==> src/hw/msr_pkg.sv <==
package msr_pkg;

  // ----------------------------------------------------------------
  // Special register map
  // ----------------------------------------------------------------
  localparam int         SFR_COUNT = 19;
  localparam logic [4:0] SFR_NONE  = 5'h1f;
  localparam logic [4:0] IX_SP     = 5'h00;
  localparam logic [4:0] IX_POWER_CONTROL   = 5'h03;
  localparam logic [4:0] IX_P1     = 5'h0a;
  localparam logic [4:0] IX_IE     = 5'h0d;
  localparam logic [4:0] IX_P3     = 5'h0e;
  localparam logic [4:0] IX_PSW    = 5'h10;
  localparam logic [4:0] IX_ACC    = 5'h11;

  // Order: stack, dptr low/high, power, timer ctl/mode, timer bytes,
  // port 1, serial ctl/buffer, irq enable, port 3, priority, status,
  // accumulator, helper.
  localparam logic [7:0] SFR_ADDR [SFR_COUNT] = '{
    8'h81, 8'h82, 8'h83, 8'h87, 8'h88, 8'h89, 8'h8a, 8'h8b, 8'h8c,
    8'h8d, 8'h90, 8'h98, 8'h99, 8'ha8, 8'hb0, 8'hb8, 8'hd0, 8'he0,
    8'hf0};
  localparam logic [7:0] SFR_RST [SFR_COUNT] = '{
    8'h07, 8'h00, 8'h00, 8'h00, 8'h00, 8'h00, 8'h00, 8'h00, 8'h00,
    8'h00, 8'hff, 8'h00, 8'h00, 8'h00, 8'hff, 8'h00, 8'h00, 8'h00,
    8'h00};
  localparam logic [7:0] SFR_WMASK [SFR_COUNT] = '{
    8'hff, 8'hff, 8'hff, 8'h8c, 8'hff, 8'hff, 8'hff, 8'hff, 8'hff,
    8'hff, 8'hff, 8'hff, 8'hff, 8'h9f, 8'hff, 8'h1f, 8'hff, 8'hff,
    8'hff};

  // ----------------------------------------------------------------
  // Fields, pins and timing
  // ----------------------------------------------------------------
  localparam int         POWER_CONTROL_IDLE_BIT  = 0;
  localparam int         POWER_CONTROL_PD_BIT    = 1;
  localparam int         IE_ALL_BIT     = 7;
  localparam int         IRQ_COUNT      = 5;
  localparam int         CMP_PLUS_BIT   = 0;
  localparam int         CMP_MINUS_BIT  = 1;
  localparam int         RXD_BIT        = 0;
  localparam int         INT0_BIT       = 2;
  localparam int         EXT_IRQ_ONE_PIN_BIT       = 3;
  localparam int         T0_BIT         = 4;
  localparam int         T1_BIT         = 5;
  localparam logic [7:0] TXD_MASK       = 8'h02;
  localparam logic [7:0] P1_PULLUP      = 8'hfc;
  localparam logic [7:0] P3_GPIO_MASK   = 8'hbf;
  localparam logic [7:0] LATCH_ONES     = 8'hff;
  localparam int         RAM_DEPTH      = 128;
  localparam int         MC_OSC_PERIODS = 12;
  localparam int         RST_HOLD_MC    = 2;
  localparam int         RST_HOLD_OSC   = MC_OSC_PERIODS * RST_HOLD_MC;
  localparam logic [10:0] VEC_BASE      = 11'h003;
  localparam logic [10:0] VEC_STEP      = 11'h008;

  typedef enum logic [2:0] {
    PWR_RUN  = 3'b001,
    PWR_IDLE = 3'b010,
    PWR_DOWN = 3'b100
  } msr_pwr_type;

  // ----------------------------------------------------------------
  // Helpers
  // ----------------------------------------------------------------
  function automatic logic [4:0] sfr_index(input logic [7:0] addr);
    logic [4:0] idx;
    idx = SFR_NONE;
    for (int i = 0; i < SFR_COUNT; i++)
      if (SFR_ADDR[i] == addr)
        idx = 5'(i);
    return idx;
  endfunction : sfr_index

  // Takes a new level only where the second and third stages agree.
  function automatic logic [7:0] settle(input logic [7:0] s2,
                                        input logic [7:0] s3,
                                        input logic [7:0] old);
    return (~(s2 ^ s3) & s2) | ((s2 ^ s3) & old);
  endfunction : settle

  function automatic logic [10:0] vec_addr(input logic [4:0] req);
    logic [10:0] a;
    a = VEC_BASE;
    for (int i = IRQ_COUNT - 1; i >= 0; i--)
      if (req[i])
        a = 11'(VEC_BASE + VEC_STEP * 11'(i));
    return a;
  endfunction : vec_addr

endpackage : msr_pkg

==> src/hw/msr_ram.sv <==
`timescale 1ns/100ps
`default_nettype none
module msr_ram #(
  parameter int DEPTH = msr_pkg::RAM_DEPTH,
  parameter int WIDTH = 8,
  parameter int AW    = $clog2(DEPTH)
) (
  input  wire logic             i_clk_sys,
  input  wire logic             i_rst_n,
  input  wire logic             i_we,
  input  wire logic [AW-1:0]    i_addr,
  input  wire logic [WIDTH-1:0] i_wdata,
  output logic      [WIDTH-1:0] o_rdata
);

  // The array has no reset so that its contents survive any reset.
  logic [WIDTH-1:0] mem [DEPTH];

  always_ff @(posedge i_clk_sys)
  begin
    if (i_we)
      mem[i_addr] <= i_wdata;
  end

  always_ff @(posedge i_clk_sys or negedge i_rst_n)
  begin
    if (!i_rst_n)
      o_rdata <= '0;
    else
      o_rdata <= mem[i_addr];
  end

endmodule : msr_ram
`default_nettype wire

==> src/hw/msr_rst_seq.sv <==
`timescale 1ns/100ps
`default_nettype none
module msr_rst_seq (
  input  wire logic i_clk_sys,
  input  wire logic i_rst_n,
  input  wire logic i_rst_pin,
  output logic      o_pin_high,
  output logic      o_sys_rst,
  output logic      o_mc_pulse,
  output logic      o_clk_phase
);

  logic       s1;
  logic       s2;
  logic       s3;
  logic [3:0] osc_cnt;
  logic [4:0] hold_cnt;
  logic       mc_end;
  logic       hold_done;
  logic [7:0] pin_next;

  assign mc_end    = osc_cnt == 4'(msr_pkg::MC_OSC_PERIODS - 1);
  assign hold_done = hold_cnt == 5'(msr_pkg::RST_HOLD_OSC - 1);
  assign pin_next  = msr_pkg::settle({7'h00, s2}, {7'h00, s3},
                                     {7'h00, o_pin_high});

  // ----------------------------------------------------------------
  // Clock phases and reset qualification
  // ----------------------------------------------------------------
  // No state depends on the clock rate, so a stopped clock only pauses.
  always_ff @(posedge i_clk_sys or negedge i_rst_n)
  begin
    if (!i_rst_n)
    begin
      s1          <= 1'b0;
      s2          <= 1'b0;
      s3          <= 1'b0;
      o_pin_high  <= 1'b0;
      o_clk_phase <= 1'b0;
      osc_cnt     <= 4'h0;
      o_mc_pulse  <= 1'b0;
      hold_cnt    <= 5'h00;
      o_sys_rst   <= 1'b1;
    end
    else
    begin
      s1          <= i_rst_pin;
      s2          <= s1;
      s3          <= s2;
      o_pin_high  <= pin_next[0];
      o_clk_phase <= ~o_clk_phase;
      osc_cnt     <= mc_end ? 4'h0 : osc_cnt + 4'h1;
      o_mc_pulse  <= mc_end;
      if (!o_pin_high)
      begin
        hold_cnt  <= 5'h00;
        o_sys_rst <= 1'b0;
      end
      else if (!hold_done)
        hold_cnt <= hold_cnt + 5'h01;
      else
        o_sys_rst <= 1'b1;
    end
  end

  // ----------------------------------------------------------------
  // Checks
  // ----------------------------------------------------------------
  chk_phase_divide: assert property (@(posedge i_clk_sys)
    disable iff (!i_rst_n)
    $past(i_rst_n) |-> o_clk_phase != $past(o_clk_phase))
    else $error("clock phase did not toggle");

  chk_mc_twelve: assert property (@(posedge i_clk_sys)
    disable iff (!i_rst_n)
    o_mc_pulse |=> !o_mc_pulse [*8] ##1 !o_mc_pulse [*3] ##1 o_mc_pulse)
    else $error("machine cycle is not twelve clocks");

  chk_hold_qualify: assert property (@(posedge i_clk_sys)
    disable iff (!i_rst_n)
    $rose(o_sys_rst) |-> $past(o_pin_high, 23))
    else $error("internal reset before two machine cycles");

endmodule : msr_rst_seq
`default_nettype wire

==> src/hw/msr_top.sv <==
// Decided for this implementation: the plain strobed port.
`timescale 1ns/100ps
`default_nettype none
module msr_top (
  input  wire logic        i_clk_sys,
  input  wire logic        i_rst_n,
  input  wire logic        i_rst_pin,
  input  wire logic [7:0]  i_addr,
  input  wire logic [7:0]  i_wdata,
  input  wire logic        i_wr,
  input  wire logic        i_rd,
  output logic      [7:0]  o_rdata,
  input  wire logic [7:0]  i_p1_pin,
  output logic      [7:0]  o_p1_out,
  output logic      [7:0]  o_p1_oe,
  output logic      [7:0]  o_p1_pullup,
  input  wire logic [7:0]  i_p3_pin,
  output logic      [7:0]  o_p3_out,
  output logic      [7:0]  o_p3_oe,
  output logic      [7:0]  o_p3_pullup,
  input  wire logic        i_cmp_out,
  output logic             o_comparator_plus_input,
  output logic             o_comparator_minus_input,
  input  wire logic        i_txd,
  output logic             o_rxd,
  output logic             o_ext_irq_zero_pin,
  output logic             o_ext_irq_one_pin,
  output logic             o_timer_zero_count_input,
  output logic             o_timer_one_count_input,
  input  wire logic [4:0]  i_irq_req,
  output logic      [10:0] o_vector_addr,
  output logic             o_vector_valid,
  output logic      [6:0]  o_stack_addr,
  input  wire logic        i_prog_mode,
  input  wire logic        i_prog_drive,
  input  wire logic [7:0]  i_prog_data,
  output logic      [7:0]  o_prog_data,
  output logic      [7:0]  o_prog_ctrl,
  output logic             o_core_run,
  output logic             o_periph_run,
  output logic             o_osc_enable,
  output logic             o_mc_pulse,
  output logic             o_clk_phase,
  output logic             o_sys_rst
);

  // ----------------------------------------------------------------
  // Declarations
  // ----------------------------------------------------------------
  logic [7:0]           sfr [msr_pkg::SFR_COUNT];
  msr_pkg::msr_pwr_type pwr;
  msr_pkg::msr_pwr_type next_pwr;
  logic                 pin_high;
  logic                 sys_rst;
  logic [4:0]           acc_idx;
  logic                 ram_sel;
  logic                 sfr_hit;
  logic                 bus_ok;
  logic                 sfr_we;
  logic                 ram_we;
  logic                 power_control_we;
  logic                 wake;
  logic [4:0]           irq_live;
  logic [7:0]           p1_s1;
  logic [7:0]           p1_s2;
  logic [7:0]           p1_s3;
  logic [7:0]           p1_pin;
  logic [7:0]           p3_s1;
  logic [7:0]           p3_s2;
  logic [7:0]           p3_s3;
  logic [7:0]           p3_pin;
  logic [7:0]           p3_read;
  logic [7:0]           p3_level;
  logic [7:0]           power_control_read;
  logic [7:0]           sfr_rd_val;
  logic [7:0]           sfr_rdata;
  logic                 ram_rd;
  logic [7:0]           ram_rdata;

  // ----------------------------------------------------------------
  // Reset sequencing and clock phases
  // ----------------------------------------------------------------
  msr_rst_seq u_rst_seq (
    .i_clk_sys   (i_clk_sys),
    .i_rst_n     (i_rst_n),
    .i_rst_pin   (i_rst_pin),
    .o_pin_high  (pin_high),
    .o_sys_rst   (sys_rst),
    .o_mc_pulse  (o_mc_pulse),
    .o_clk_phase (o_clk_phase)
  );

  assign o_sys_rst = sys_rst;

  // ----------------------------------------------------------------
  // Address decode
  // ----------------------------------------------------------------
  // Everything below the special register space is internal RAM; there
  // is no path to any external memory.
  assign ram_sel  = ~i_addr[7];
  assign acc_idx  = msr_pkg::sfr_index(i_addr);
  assign sfr_hit  = acc_idx != msr_pkg::SFR_NONE;
  assign bus_ok   = (pwr == msr_pkg::PWR_RUN) & ~sys_rst;
  assign sfr_we   = i_wr & bus_ok & ~ram_sel & sfr_hit;
  assign ram_we   = i_wr & bus_ok & ram_sel;
  assign power_control_we  = sfr_we & (acc_idx == msr_pkg::IX_POWER_CONTROL);
  assign irq_live = i_irq_req & sfr[msr_pkg::IX_IE][4:0];
  assign wake     = sfr[msr_pkg::IX_IE][msr_pkg::IE_ALL_BIT]
                    & (|irq_live);

  // ----------------------------------------------------------------
  // Power states
  // ----------------------------------------------------------------
  always_comb
  begin
    next_pwr = pwr;
    unique case (pwr)
      msr_pkg::PWR_RUN:
      begin
        if (power_control_we && i_wdata[msr_pkg::POWER_CONTROL_PD_BIT])
          next_pwr = msr_pkg::PWR_DOWN;
        else if (power_control_we && i_wdata[msr_pkg::POWER_CONTROL_IDLE_BIT])
          next_pwr = msr_pkg::PWR_IDLE;
      end
      msr_pkg::PWR_IDLE:
      begin
        if (wake)
          next_pwr = msr_pkg::PWR_RUN;
      end
      msr_pkg::PWR_DOWN:
        next_pwr = msr_pkg::PWR_DOWN;
      default:
        next_pwr = msr_pkg::PWR_RUN;
    endcase
  end

  // Only a hardware reset leaves power-down.
  always_ff @(posedge i_clk_sys or negedge i_rst_n)
  begin
    if (!i_rst_n)
      pwr <= msr_pkg::PWR_RUN;
    else if (sys_rst)
      pwr <= msr_pkg::PWR_RUN;
    else
      pwr <= next_pwr;
  end

  assign o_core_run   = bus_ok;
  assign o_periph_run = pwr != msr_pkg::PWR_DOWN;
  assign o_osc_enable = pwr != msr_pkg::PWR_DOWN;

  // ----------------------------------------------------------------
  // Special registers
  // ----------------------------------------------------------------
  // The pin-high force runs ahead of qualification and wins over a
  // write in the same cycle.
  always_ff @(posedge i_clk_sys or negedge i_rst_n)
  begin
    if (!i_rst_n)
    begin
      for (int i = 0; i < msr_pkg::SFR_COUNT; i++)
        sfr[i] <= msr_pkg::SFR_RST[i];
    end
    else if (sys_rst)
    begin
      for (int i = 0; i < msr_pkg::SFR_COUNT; i++)
        sfr[i] <= msr_pkg::SFR_RST[i];
    end
    else
    begin
      if (sfr_we)
        sfr[acc_idx] <= i_wdata & msr_pkg::SFR_WMASK[acc_idx];
      if (pin_high)
      begin
        sfr[msr_pkg::IX_P1] <= msr_pkg::LATCH_ONES;
        sfr[msr_pkg::IX_P3] <= msr_pkg::LATCH_ONES;
      end
    end
  end

  assign o_stack_addr = sfr[msr_pkg::IX_SP][6:0];

  // ----------------------------------------------------------------
  // Internal RAM
  // ----------------------------------------------------------------
  msr_ram #(
    .DEPTH (msr_pkg::RAM_DEPTH),
    .WIDTH (8)
  ) u_ram (
    .i_clk_sys (i_clk_sys),
    .i_rst_n   (i_rst_n),
    .i_we      (ram_we),
    .i_addr    (i_addr[6:0]),
    .i_wdata   (i_wdata),
    .o_rdata   (ram_rdata)
  );

  // ----------------------------------------------------------------
  // Pin synchronisers
  // ----------------------------------------------------------------
  always_ff @(posedge i_clk_sys or negedge i_rst_n)
  begin
    if (!i_rst_n)
    begin
      p1_s1  <= msr_pkg::LATCH_ONES;
      p1_s2  <= msr_pkg::LATCH_ONES;
      p1_s3  <= msr_pkg::LATCH_ONES;
      p1_pin <= msr_pkg::LATCH_ONES;
      p3_s1  <= msr_pkg::LATCH_ONES;
      p3_s2  <= msr_pkg::LATCH_ONES;
      p3_s3  <= msr_pkg::LATCH_ONES;
      p3_pin <= msr_pkg::LATCH_ONES;
    end
    else
    begin
      p1_s1  <= i_p1_pin;
      p1_s2  <= p1_s1;
      p1_s3  <= p1_s2;
      p1_pin <= msr_pkg::settle(p1_s2, p1_s3, p1_pin);
      p3_s1  <= i_p3_pin;
      p3_s2  <= p3_s1;
      p3_s3  <= p3_s2;
      p3_pin <= msr_pkg::settle(p3_s2, p3_s3, p3_pin);
    end
  end

  // ----------------------------------------------------------------
  // Port drivers
  // ----------------------------------------------------------------
  // Pins are open drain: a zero latch pulls low, a one releases the
  // line so that it can be read as an input.
  assign o_p1_out    = '0;
  assign o_p3_out    = '0;
  assign o_p1_oe     = i_prog_mode
                       ? (i_prog_drive ? ~i_prog_data : '0)
                       : ~sfr[msr_pkg::IX_P1];
  assign o_p1_pullup = msr_pkg::P1_PULLUP;
  assign p3_level    = sfr[msr_pkg::IX_P3]
                       & (i_txd ? msr_pkg::LATCH_ONES
                                : ~msr_pkg::TXD_MASK);
  assign o_p3_oe     = i_prog_mode ? '0
                       : ~p3_level & msr_pkg::P3_GPIO_MASK;
  assign o_p3_pullup = msr_pkg::P3_GPIO_MASK;

  assign o_comparator_plus_input  = p1_pin[msr_pkg::CMP_PLUS_BIT];
  assign o_comparator_minus_input = p1_pin[msr_pkg::CMP_MINUS_BIT];
  assign o_rxd                    = p3_pin[msr_pkg::RXD_BIT];
  assign o_ext_irq_zero_pin       = p3_pin[msr_pkg::INT0_BIT];
  assign o_ext_irq_one_pin        = p3_pin[msr_pkg::EXT_IRQ_ONE_PIN_BIT];
  assign o_timer_zero_count_input = p3_pin[msr_pkg::T0_BIT];
  assign o_timer_one_count_input  = p3_pin[msr_pkg::T1_BIT];
  assign o_prog_data              = p1_pin;
  assign o_prog_ctrl              = p3_pin & msr_pkg::P3_GPIO_MASK;

  // ----------------------------------------------------------------
  // Interrupt vector
  // ----------------------------------------------------------------
  always_ff @(posedge i_clk_sys or negedge i_rst_n)
  begin
    if (!i_rst_n)
    begin
      o_vector_addr  <= msr_pkg::VEC_BASE;
      o_vector_valid <= 1'b0;
    end
    else
    begin
      o_vector_addr  <= msr_pkg::vec_addr(irq_live);
      o_vector_valid <= wake;
    end
  end

  // ----------------------------------------------------------------
  // Read path
  // ----------------------------------------------------------------
  // Port reads return the pin, and port 3 bit 6 is the comparator.
  assign p3_read   = (p3_pin & msr_pkg::P3_GPIO_MASK)
                     | (i_cmp_out ? ~msr_pkg::P3_GPIO_MASK : '0);
  assign power_control_read = sfr[msr_pkg::IX_POWER_CONTROL]
                     | ((pwr == msr_pkg::PWR_IDLE)
                        ? 8'(1 << msr_pkg::POWER_CONTROL_IDLE_BIT) : '0)
                     | ((pwr == msr_pkg::PWR_DOWN)
                        ? 8'(1 << msr_pkg::POWER_CONTROL_PD_BIT) : '0);
  // Unoccupied addresses read zero so the answer is at least defined.
  assign sfr_rd_val = !sfr_hit ? '0
                    : (acc_idx == msr_pkg::IX_P1) ? p1_pin
                    : (acc_idx == msr_pkg::IX_P3) ? p3_read
                    : (acc_idx == msr_pkg::IX_POWER_CONTROL) ? power_control_read
                    : sfr[acc_idx];

  always_ff @(posedge i_clk_sys or negedge i_rst_n)
  begin
    if (!i_rst_n)
    begin
      sfr_rdata <= '0;
      ram_rd    <= 1'b0;
    end
    else
    begin
      sfr_rdata <= i_rd ? sfr_rd_val : '0;
      ram_rd    <= i_rd & ram_sel;
    end
  end

  assign o_rdata = ram_rd ? ram_rdata : sfr_rdata;

  // ----------------------------------------------------------------
  // Checks
  // ----------------------------------------------------------------
  chk_p1_release: assert property (@(posedge i_clk_sys)
    disable iff (!i_rst_n)
    (i_wr && i_addr == 8'h90 && bus_ok && !pin_high && !i_prog_mode)
    |=> (o_p1_oe == ~$past(i_wdata)) || i_prog_mode || pin_high)
    else $error("port 1 drive does not follow latch");

  chk_p3_six_input: assert property (@(posedge i_clk_sys)
    disable iff (!i_rst_n)
    i_rd && i_addr == 8'hb0 |=> !o_p3_oe[6]
      && o_rdata[6] == $past(i_cmp_out))
    else $error("port 3 bit 6 not comparator input");

  chk_latch_force: assert property (@(posedge i_clk_sys)
    disable iff (!i_rst_n)
    pin_high |=> sfr[msr_pkg::IX_P1] == 8'hff
      && sfr[msr_pkg::IX_P3] == 8'hff)
    else $error("latches not forced high by reset pin");

  chk_reset_load: assert property (@(posedge i_clk_sys)
    disable iff (!i_rst_n)
    sys_rst |=> sfr[msr_pkg::IX_SP] == 8'h07
      && sfr[msr_pkg::IX_ACC] == 8'h00 && sfr[msr_pkg::IX_PSW] == 8'h00)
    else $error("reset values not loaded");

  chk_ram_guard: assert property (@(posedge i_clk_sys)
    disable iff (!i_rst_n) sys_rst |-> !ram_we)
    else $error("RAM written during reset");

  chk_idle_wake: assert property (@(posedge i_clk_sys)
    disable iff (!i_rst_n)
    pwr == msr_pkg::PWR_IDLE && wake |=> ##1 o_core_run || sys_rst)
    else $error("idle not ended by enabled interrupt");

  chk_down_hold: assert property (@(posedge i_clk_sys)
    disable iff (!i_rst_n)
    pwr == msr_pkg::PWR_DOWN && !sys_rst |=> !o_osc_enable [*2]
      or ##[0:1] sys_rst)
    else $error("power-down left without reset");

  chk_idle_periph: assert property (@(posedge i_clk_sys)
    disable iff (!i_rst_n)
    $rose(pwr == msr_pkg::PWR_IDLE) |-> o_periph_run && !o_core_run
      && $past(power_control_we))
    else $error("idle entry wrong");

  chk_unmapped_zero: assert property (@(posedge i_clk_sys)
    disable iff (!i_rst_n)
    i_rd && i_addr[7] && !sfr_hit |=> o_rdata == 8'h00)
    else $error("unmapped read not zero");

endmodule : msr_top
`default_nettype wire

==> config.mk <==
export PLATFORM = sky130hd
export DESIGN_NAME = msr_top
export DESIGN_NICKNAME = d
export VERILOG_FILES = /design/src/hw/msr_pkg.sv /design/src/hw/msr_ram.sv /design/src/hw/msr_rst_seq.sv /design/src/hw/msr_top.sv
export SDC_FILE = /design/constraint.sdc
export NUM_CORES = 1
export LEC_CHECK = 0
export ABC_AREA = 1
export BUFFER_PORTS_ARGS = -buffer_cell sky130_fd_sc_hd__buf_2
export CAP_MARGIN = 20
export CELL_PAD_IN_SITES_DETAIL_PLACEMENT = 0
export CELL_PAD_IN_SITES_GLOBAL_PLACEMENT = 1
export CORE_MARGIN = 1.5
export CORE_UTILIZATION = 50
export CTS_BUF_LIST = sky130_fd_sc_hd__clkbuf_8 sky130_fd_sc_hd__clkbuf_16
export DETAILED_ROUTE_END_ITERATION = 10
export PLACE_DENSITY = 0.8
export SYNTH_ARGS = -nofsm -noshare
export SYNTH_HDL_FRONTEND = slang
export SYNTH_SLANG_ARGS = --single-unit
==> constraint.sdc <==
create_clock -name i_clk_sys -period 3.19 [get_ports i_clk_sys]
set_input_delay 0.638 -clock i_clk_sys [delete_from_list [all_inputs] [get_ports i_clk_sys]]
set_output_delay 0.638 -clock i_clk_sys [all_outputs]
set_load 0.02 [all_outputs]
==> results of run 1 <==
-- layer usage --
metal  vias to the layer above  wire, um
met5                         -        11
met4                         2      4348
met3                       241     12850
met2                      1645     65530
met1                     16975     56690
li1                      15047         -
-- metrics by stage --
| stage | area, um2 | hold slack [ns] | setup TNS (ns) | instances | util |
|---|---|---|---|---|---|
| global route | 59960 | 0.1491 | 0 | 5669 | 0.5996 |
| CTS | 59950 | 0.1222 | 0 | 5665 | 0.5995 |
| global placement | 55750 | 0.3367 | -0.5968 | 5419 | 0.5575 |
| finish | 59970 | 0.1654 | 0 | 5671 | 0.5996 |
| detailed placement | 55750 | 0.3372 | -0.9406 | 5419 | 0.5575 |
| floorplan | 50610 | 0.3312 | 0 | 3828 | - |
-- worst max-delay path: stages, from the launching register on --
cell     delay, ns
dfstp_2       0.53
inv_1         0.06
nor4_2        0.27
nand2_1       0.29
nor2_1        0.34
nand2_1       0.14
buf_4         0.27
nor2_1        0.35
buf_4         0.23
-- kinds of logic (layout without fill, tap and decap cells) --
| logic type | Yosys count | after routing | share of synthesized area |
|---|---|---|---|
| flip-flops | 1276 | 1276 | 0.7364 |
| AND/OR/NAND/NOR | 1021 | 1021 | 0.08661 |
| AO/OA/AOI/OAI | 981 | 981 | 0.1296 |
| buffers and inverters | 480 | 1019 | 0.04141 |
| adder cells (fa/ha/maj) | 18 | 18 | 0.003670 |
| multiplexers | 9 | 9 | 0.001984 |
| other | 2 | 48 | 0.0001488 |
| XOR/XNOR | 1 | 1 | 0.0001736 |
-- cell usage in the layout, fill, tap and decap left out, types with 17 or more instances in the layout --
cell	Yosys	layout
o22ai_1	95	95
clkinv_1	1	24
nand4_1	68	68
dfrtp_1	171	171
a22oi_1	519	519
buf_2	23	105
edfxtp_1	1024	1024
dlygate4sd3_1	0	17
nor2_1	210	205
inv_1	192	217
nand2_2	14	17
clkinv_2	0	18
o21ai_1	20	20
a21oi_1	204	204
o31ai_1	22	22
nand2_1	581	578
buf_4	67	402
o21ai_0	71	71
buf_12	0	61
clkbuf_16	0	132
conb_1	2	42
nand3_1	81	81
dfstp_2	81	81
nor4_1	22	21
-- synthesized netlist by cell type (16+ instances only) --
cell / n
a21oi_1: 204
a22oi_1: 519
buf_1: 24
buf_2: 23
buf_4: 67
clkbuf_1: 161
dfrtp_1: 171
dfstp_2: 81
edfxtp_1: 1024
inv_1: 192
maj3_1: 16
nand2_1: 581
nand3_1: 81
nand4_1: 68
nor2_1: 210
nor4_1: 22
o21ai_0: 71
o21ai_1: 20
o22ai_1: 95
o31ai_1: 22
-- flip-flops by register name (all words and copies together) (netlist names), 7 cells and up, named ones only --
name	cells
p1_s2	8
u_ram.mem	1024
u_ram.o_rdata	8
p1_s1	8
sfr_rdata	8
o_stack_addr	7
p3_s2	7
p3_s1	7
sfr	145
p1_s3	8
p3_s3	7
-- worst max path at each step --
stage / to / slack, ns / depth (start not counted)
3_3_place_gp: sfr_rdata[6] / -0.09 / 17
6_report: u_ram.mem[64][2] / 0.41 / 8
5_1_grt: u_ram.mem[64][2] / 0.32 / 8
2_1_floorplan: u_ram.mem[106][0] / 0.09 / 9
3_5_place_dp: sfr_rdata[6] / -0.14 / 17
4_1_cts: u_ram.mem[64][2] / 0.44 / 8
-- final cells by class --
cell class | count | area, um2
Antenna cell | 6 | 15.01
Clock buffer | 139 | 3400
Clock inverter | 90 | 629.4
Fill cell | 7607 | 40040
Inverter | 204 | 773.2
Multi-Input combinational cell | 2072 | 11420
Sequential cell | 1276 | 37160
Tap cell | 1298 | 1624
Timing Repair Buffer | 586 | 4950
-- where the power goes --
part	internal, W	switching, W
Clock	0.00811	0.00630
Combinational	0.000765	0.00165
Sequential	0.0182	0.0000711
Total	0.0270	0.00802
==> results.md, run 1 <==
* FF+latch count, synth at 1,276
* CP startpoint kind: flop
* Min-delay src: i_irq_req[4]
* Maximum buffer depth of the clock tree at 3
* Total power at 0.03507 W
* Fmax at 0.3600 GHz
* Yosys warnings at 0
* Fin. max-slew vios at 0
* GR Util met3 at 0.04755
* Worst path arrival time at 3.23 ns
* GRT Total Usage at 0.2711
* Final hold vios at 0
* Synth top area cells: edfxtp_1, dfrtp_1, a22oi_1
* Reg clk slew, reported paths at 0.07 ns
* DRT Wirelength at 139,400 um
* RR Startpoint: pwr[0]
* Htree depth at 4
* Clk_skew at 0.02576 ns
* Seq/Total Area, Yosys at 0.7364
* Worst Tran Pin Value at 1.042 ns
* Min cycle time layout at 2.778 ns
* Worst Hold End: o_vector_addr[5]
* Setup Buffers After CTS at 0
* Grt total ovfl at 0
* RSZ-0062 raised after global routing: false
* Routed WL per cell at 24.59 um
* Fin crit share at 0.8707
* EDFF count, synth at 1,024
* Rows at 116
* Synthesized area per cell at 13.32 um2
* Antenna Violating Nets Remaining at 0
* Largest net degree at the start of global routing at 113
* Die ar. at 0.1028 mm2
* Top cell type's share of synthesized area at 0.6094
* Max IR drop VDD at 0.6049 mV
* Reg2reg setup slack at 0.41 ns
* Worst hold path class: in2reg
* Mapped Cells at 3,788
* IO Pins at 158
* Clk sinks at 1,276
* Max_slew headroom at 0.2992
* # setup viols final at 0
* TritonCTS buffer count at 130
* Port Buffer Count at 114
* GR Util met2 at 0.4255
* Clock latency on the worst-skew pair at 0.74 ns
* Layout cell share with drive strength beyond 1 at 0.2072
* First-pass GRT wire length at 208,400 um
* Met1 Track Usage GR at 0.3807
* Area leader, netlist: edfxtp_1
* GPL Wtd Cong at 0.9163
* P_leak at 22.29 nW
* CTS tree: done
* Critical path origin: pwr[0]
* Initial antenna violation count at 9
* Drt drc at 0
* MaxCap Viol Count at 0
* Initial core utilization at 0.5046
* Final setup margin at 0.4124 ns
* CP Class: reg2reg
* Top Usage Layer GRT: met2
* Max FO, Critical Path at 10
* Place WS at -0.1380 ns
* DRT Pass-1 Iters at 5
* Root Buffer: clkbuf_16
* Mapped cell area at 0.05046 mm2
* Via count at 33,910
* Depth of the worst hold-timing path at 3
* Core area at 0.1000 mm2
* R2R cell count at 8
* Die height at 320.7 um
* Post-CTS sizing at 0
* Area growth syn-to-layout at 18.84%
* Crit path capture type: flop
* Dpl hpwl at 90,210 um
* FF-to-FF End: u_ram.mem[64][2]
* DR vias/cell at 5.980
* Vias in the first global route at 33,297
* Final net count at 4,326
* Synth cell types at 56
* Ys flop type: edfxtp_1
* First DRT Iteration DRCs at 4,474
* Req. time, crit path at 3.64 ns
* Power per Cell Area at 584.9 mW/mm2
* Fraction of registers with async set/reset at 0.1975
* Die Wd at 320.7 um
* Status: finished clean
* Hold-fix buffers at CTS at 17
Note: power is estimated with default switching activity, not from simulation.
==> inputs of run 2 (changes only) <==
BUFFER_PORTS_ARGS = default   (was -buffer_cell sky130_fd_sc_hd__buf_2)
DONT_BUFFER_PORTS = 1   (was default)
GPL_TIMING_DRIVEN = 0   (was default)
PLACE_DENSITY = 0.78   (was 0.8)
==> results.md, run 2 (synthesis results as in run 1) <==
* Die height at 320.7 um
* Commonest non-fill, non-tap cells in the layout: edfxtp_1, nand2_1, a22oi_1
* DR vias/cell at 6.691
* Reg power frac at 0.503
* Switching share of power at 0.2413
* Core area at 0.1000 mm2
* Fin crit share at 1.054
* Crit path capture type: flop
* Worst Tran Pin Value at 1.319 ns
* Initial core utilization at 0.5046
* Psw at 0.008769 W
* Via count at 36,769
* Top flop regs: u_ram.mem x1024, sfr x145
* DRT Pass-1 Iters at 6
* Layout cell share with drive strength beyond 1 at 0.1861
* Worst path arrival time at 3.96 ns
* Area growth syn-to-layout at 17.99%
* # setup viols final at 76
* Fin Hold WS at -0.3981 ns
* TritonCTS buffer count at 133
* Max reg flops at 1,024
* Status: finished, violations left
* Rows at 116
* Fin util at 0.5954
* Clock latency on the worst-skew pair at 0.76 ns
* P_leak at 21.27 nW
* Fillcell total at 7,760
* CP Class: in2reg
* Max FO, Critical Path at 10
* Drt drc at 0
* Failing checks: negative hold slack, negative setup slack
* Max_slew headroom at 0.1207
* CTS tree: done
* Worst hold path class: in2async
* Routed WL per cell at 35.81 um
* Fmax at 0.2974 GHz
* Reg clk slew, reported paths at 0.06 ns
* Antenna Violating Nets Remaining at 0
* Htree depth at 4
* Maximum buffer depth of the clock tree at 3
* Grt total ovfl at 0
* Min cycle time layout at 3.362 ns
* First DRT Iteration DRCs at 6,606
* Clk pwr share at 0.428
* Final net count at 4,142
* CP startpoint kind: input pin
* Hold-fix buffers at CTS at 35
* Initial antenna violation count at 14
* Clk_skew at 0.03863 ns
* Clk sinks at 1,276
* MaxCap Viol Count at 0
* Req. time, crit path at 3.78 ns
* Root Buffer: clkbuf_16
* Final hold vios at 252
* Fin. max-slew vios at 0
* GRT Total Usage at 0.3799
* Final setup margin at -0.1720 ns
* Final setup TNS at -2.505 ns
* Max IR drop VDD at 0.5438 mV
* Reg with most FFs: u_ram.mem
* Port Buffer Count at 0
* RSZ-0062 raised after global routing: true
* DRT Wirelength at 196,800 um
* IO Pins at 158
* Largest net degree at the start of global routing at 253
* Vias in the first global route at 34,104
* Logic gate share of total power at 0.069
* Power per Cell Area at 610.4 mW/mm2
* Dpl hpwl at 128,400 um
* First-pass GRT wire length at 267,300 um
* Die Wd at 320.7 um
* Commonest non-fill, non-tap cell in the layout: edfxtp_1
* GPL Wtd Cong at 1.035
* Die ar. at 0.1028 mm2
* P_int at 0.02757 W
-- run 2: power groups by stage --
stage	Clock, W	Combinational, W	Sequential, W
floorplan	0	0.00108	0.0186
global placement	0	0.00203	0.0186
detailed placement	0	0.00211	0.0186
CTS	0.0155	0.00235	0.0183
global route	0.0161	0.00252	0.0183
finish	0.0156	0.00250	0.0183
-- run 2: worst paths after layout --
check / start / end / slack [ns] / cells after the start
min in group i_clk_sys: i_irq_req[4] / o_vector_addr[5] / 0.03 / 2
setup reg to reg: u_rst_seq.o_sys_rst / u_ram.mem[50][2] / 0.02 / 7
hold reg to reg: p1_s1[5] / p1_s2[5] / 0.35 / 0
hold / removal: i_rst_n / sfr[24] / -0.40 / 0
setup / recovery: i_addr[1] / u_ram.o_rdata[3] / -0.17 / 10
max in group asynchronous: i_rst_n / p3_s1[4] / 3.21 / 0
-- run 2: area by class of cell --
| class | count | area [um2] | share of cell area |
|---|---|---|---|
| clock buffers | 141 | 3472 | 0.05832 |
| inverters | 204 | 765.7 | 0.01286 |
| well taps | 1298 | 1624 | 0.02728 |
| diodes | 5 | 12.51 | 0.0002102 |
| plain buffers | 275 | 1567 | 0.02631 |
| repair buffers | 124 | 1707 | 0.02867 |
| multi-input cells | 2072 | 12310 | 0.2067 |
| flip-flops and latches | 1276 | 37160 | 0.6241 |
| clock inverters | 100 | 927.1 | 0.01557 |
-- run 2: metal layers --
metal	global-route usage	wire [um]	vias to the layer above
met3	0.1299	29390	635
met4	0.2104	12770	16
met5	0	107	-
met1	0.5051	70010	18169
met2	0.5479	84510	3206
li1	-	-	14743
-- run 2: timing repair --
item	in CTS	in global routing
pin swaps	37	1
hold endpoints to repair	550	252
gates cloned	0	0
buffers inserted	51	0
setup endpoints to repair	1177	560
resized for setup	339	82
-- run 2: critical path, cell delays in order --
cell and delay (ns):
buf_2 0.15, nor2_2 0.47, clkbuf_1 0.55, clkbuf_2 0.56, a22oi_1 0.25, a21oi_1 0.28, o31ai_1 0.22, nand4_1 0.27
nor2_1 0.07, a41oi_2 0.48
-- run 2: metrics by stage --
stage	hold slack (ns)	total power (W)	area (um2)	cells	setup WS (ns)
global route	-0.4409	0.03694	59530	5492	-0.08209
finish	-0.3981	0.03634	59540	5495	-0.1720
global placement	0.3365	0.02063	52240	5126	-2.825
CTS	-0.4510	0.03614	59380	5489	0.006171
detailed placement	0.3450	0.02072	52850	5163	-2.564
floorplan	0.3312	0.01967	50610	3828	0.09055
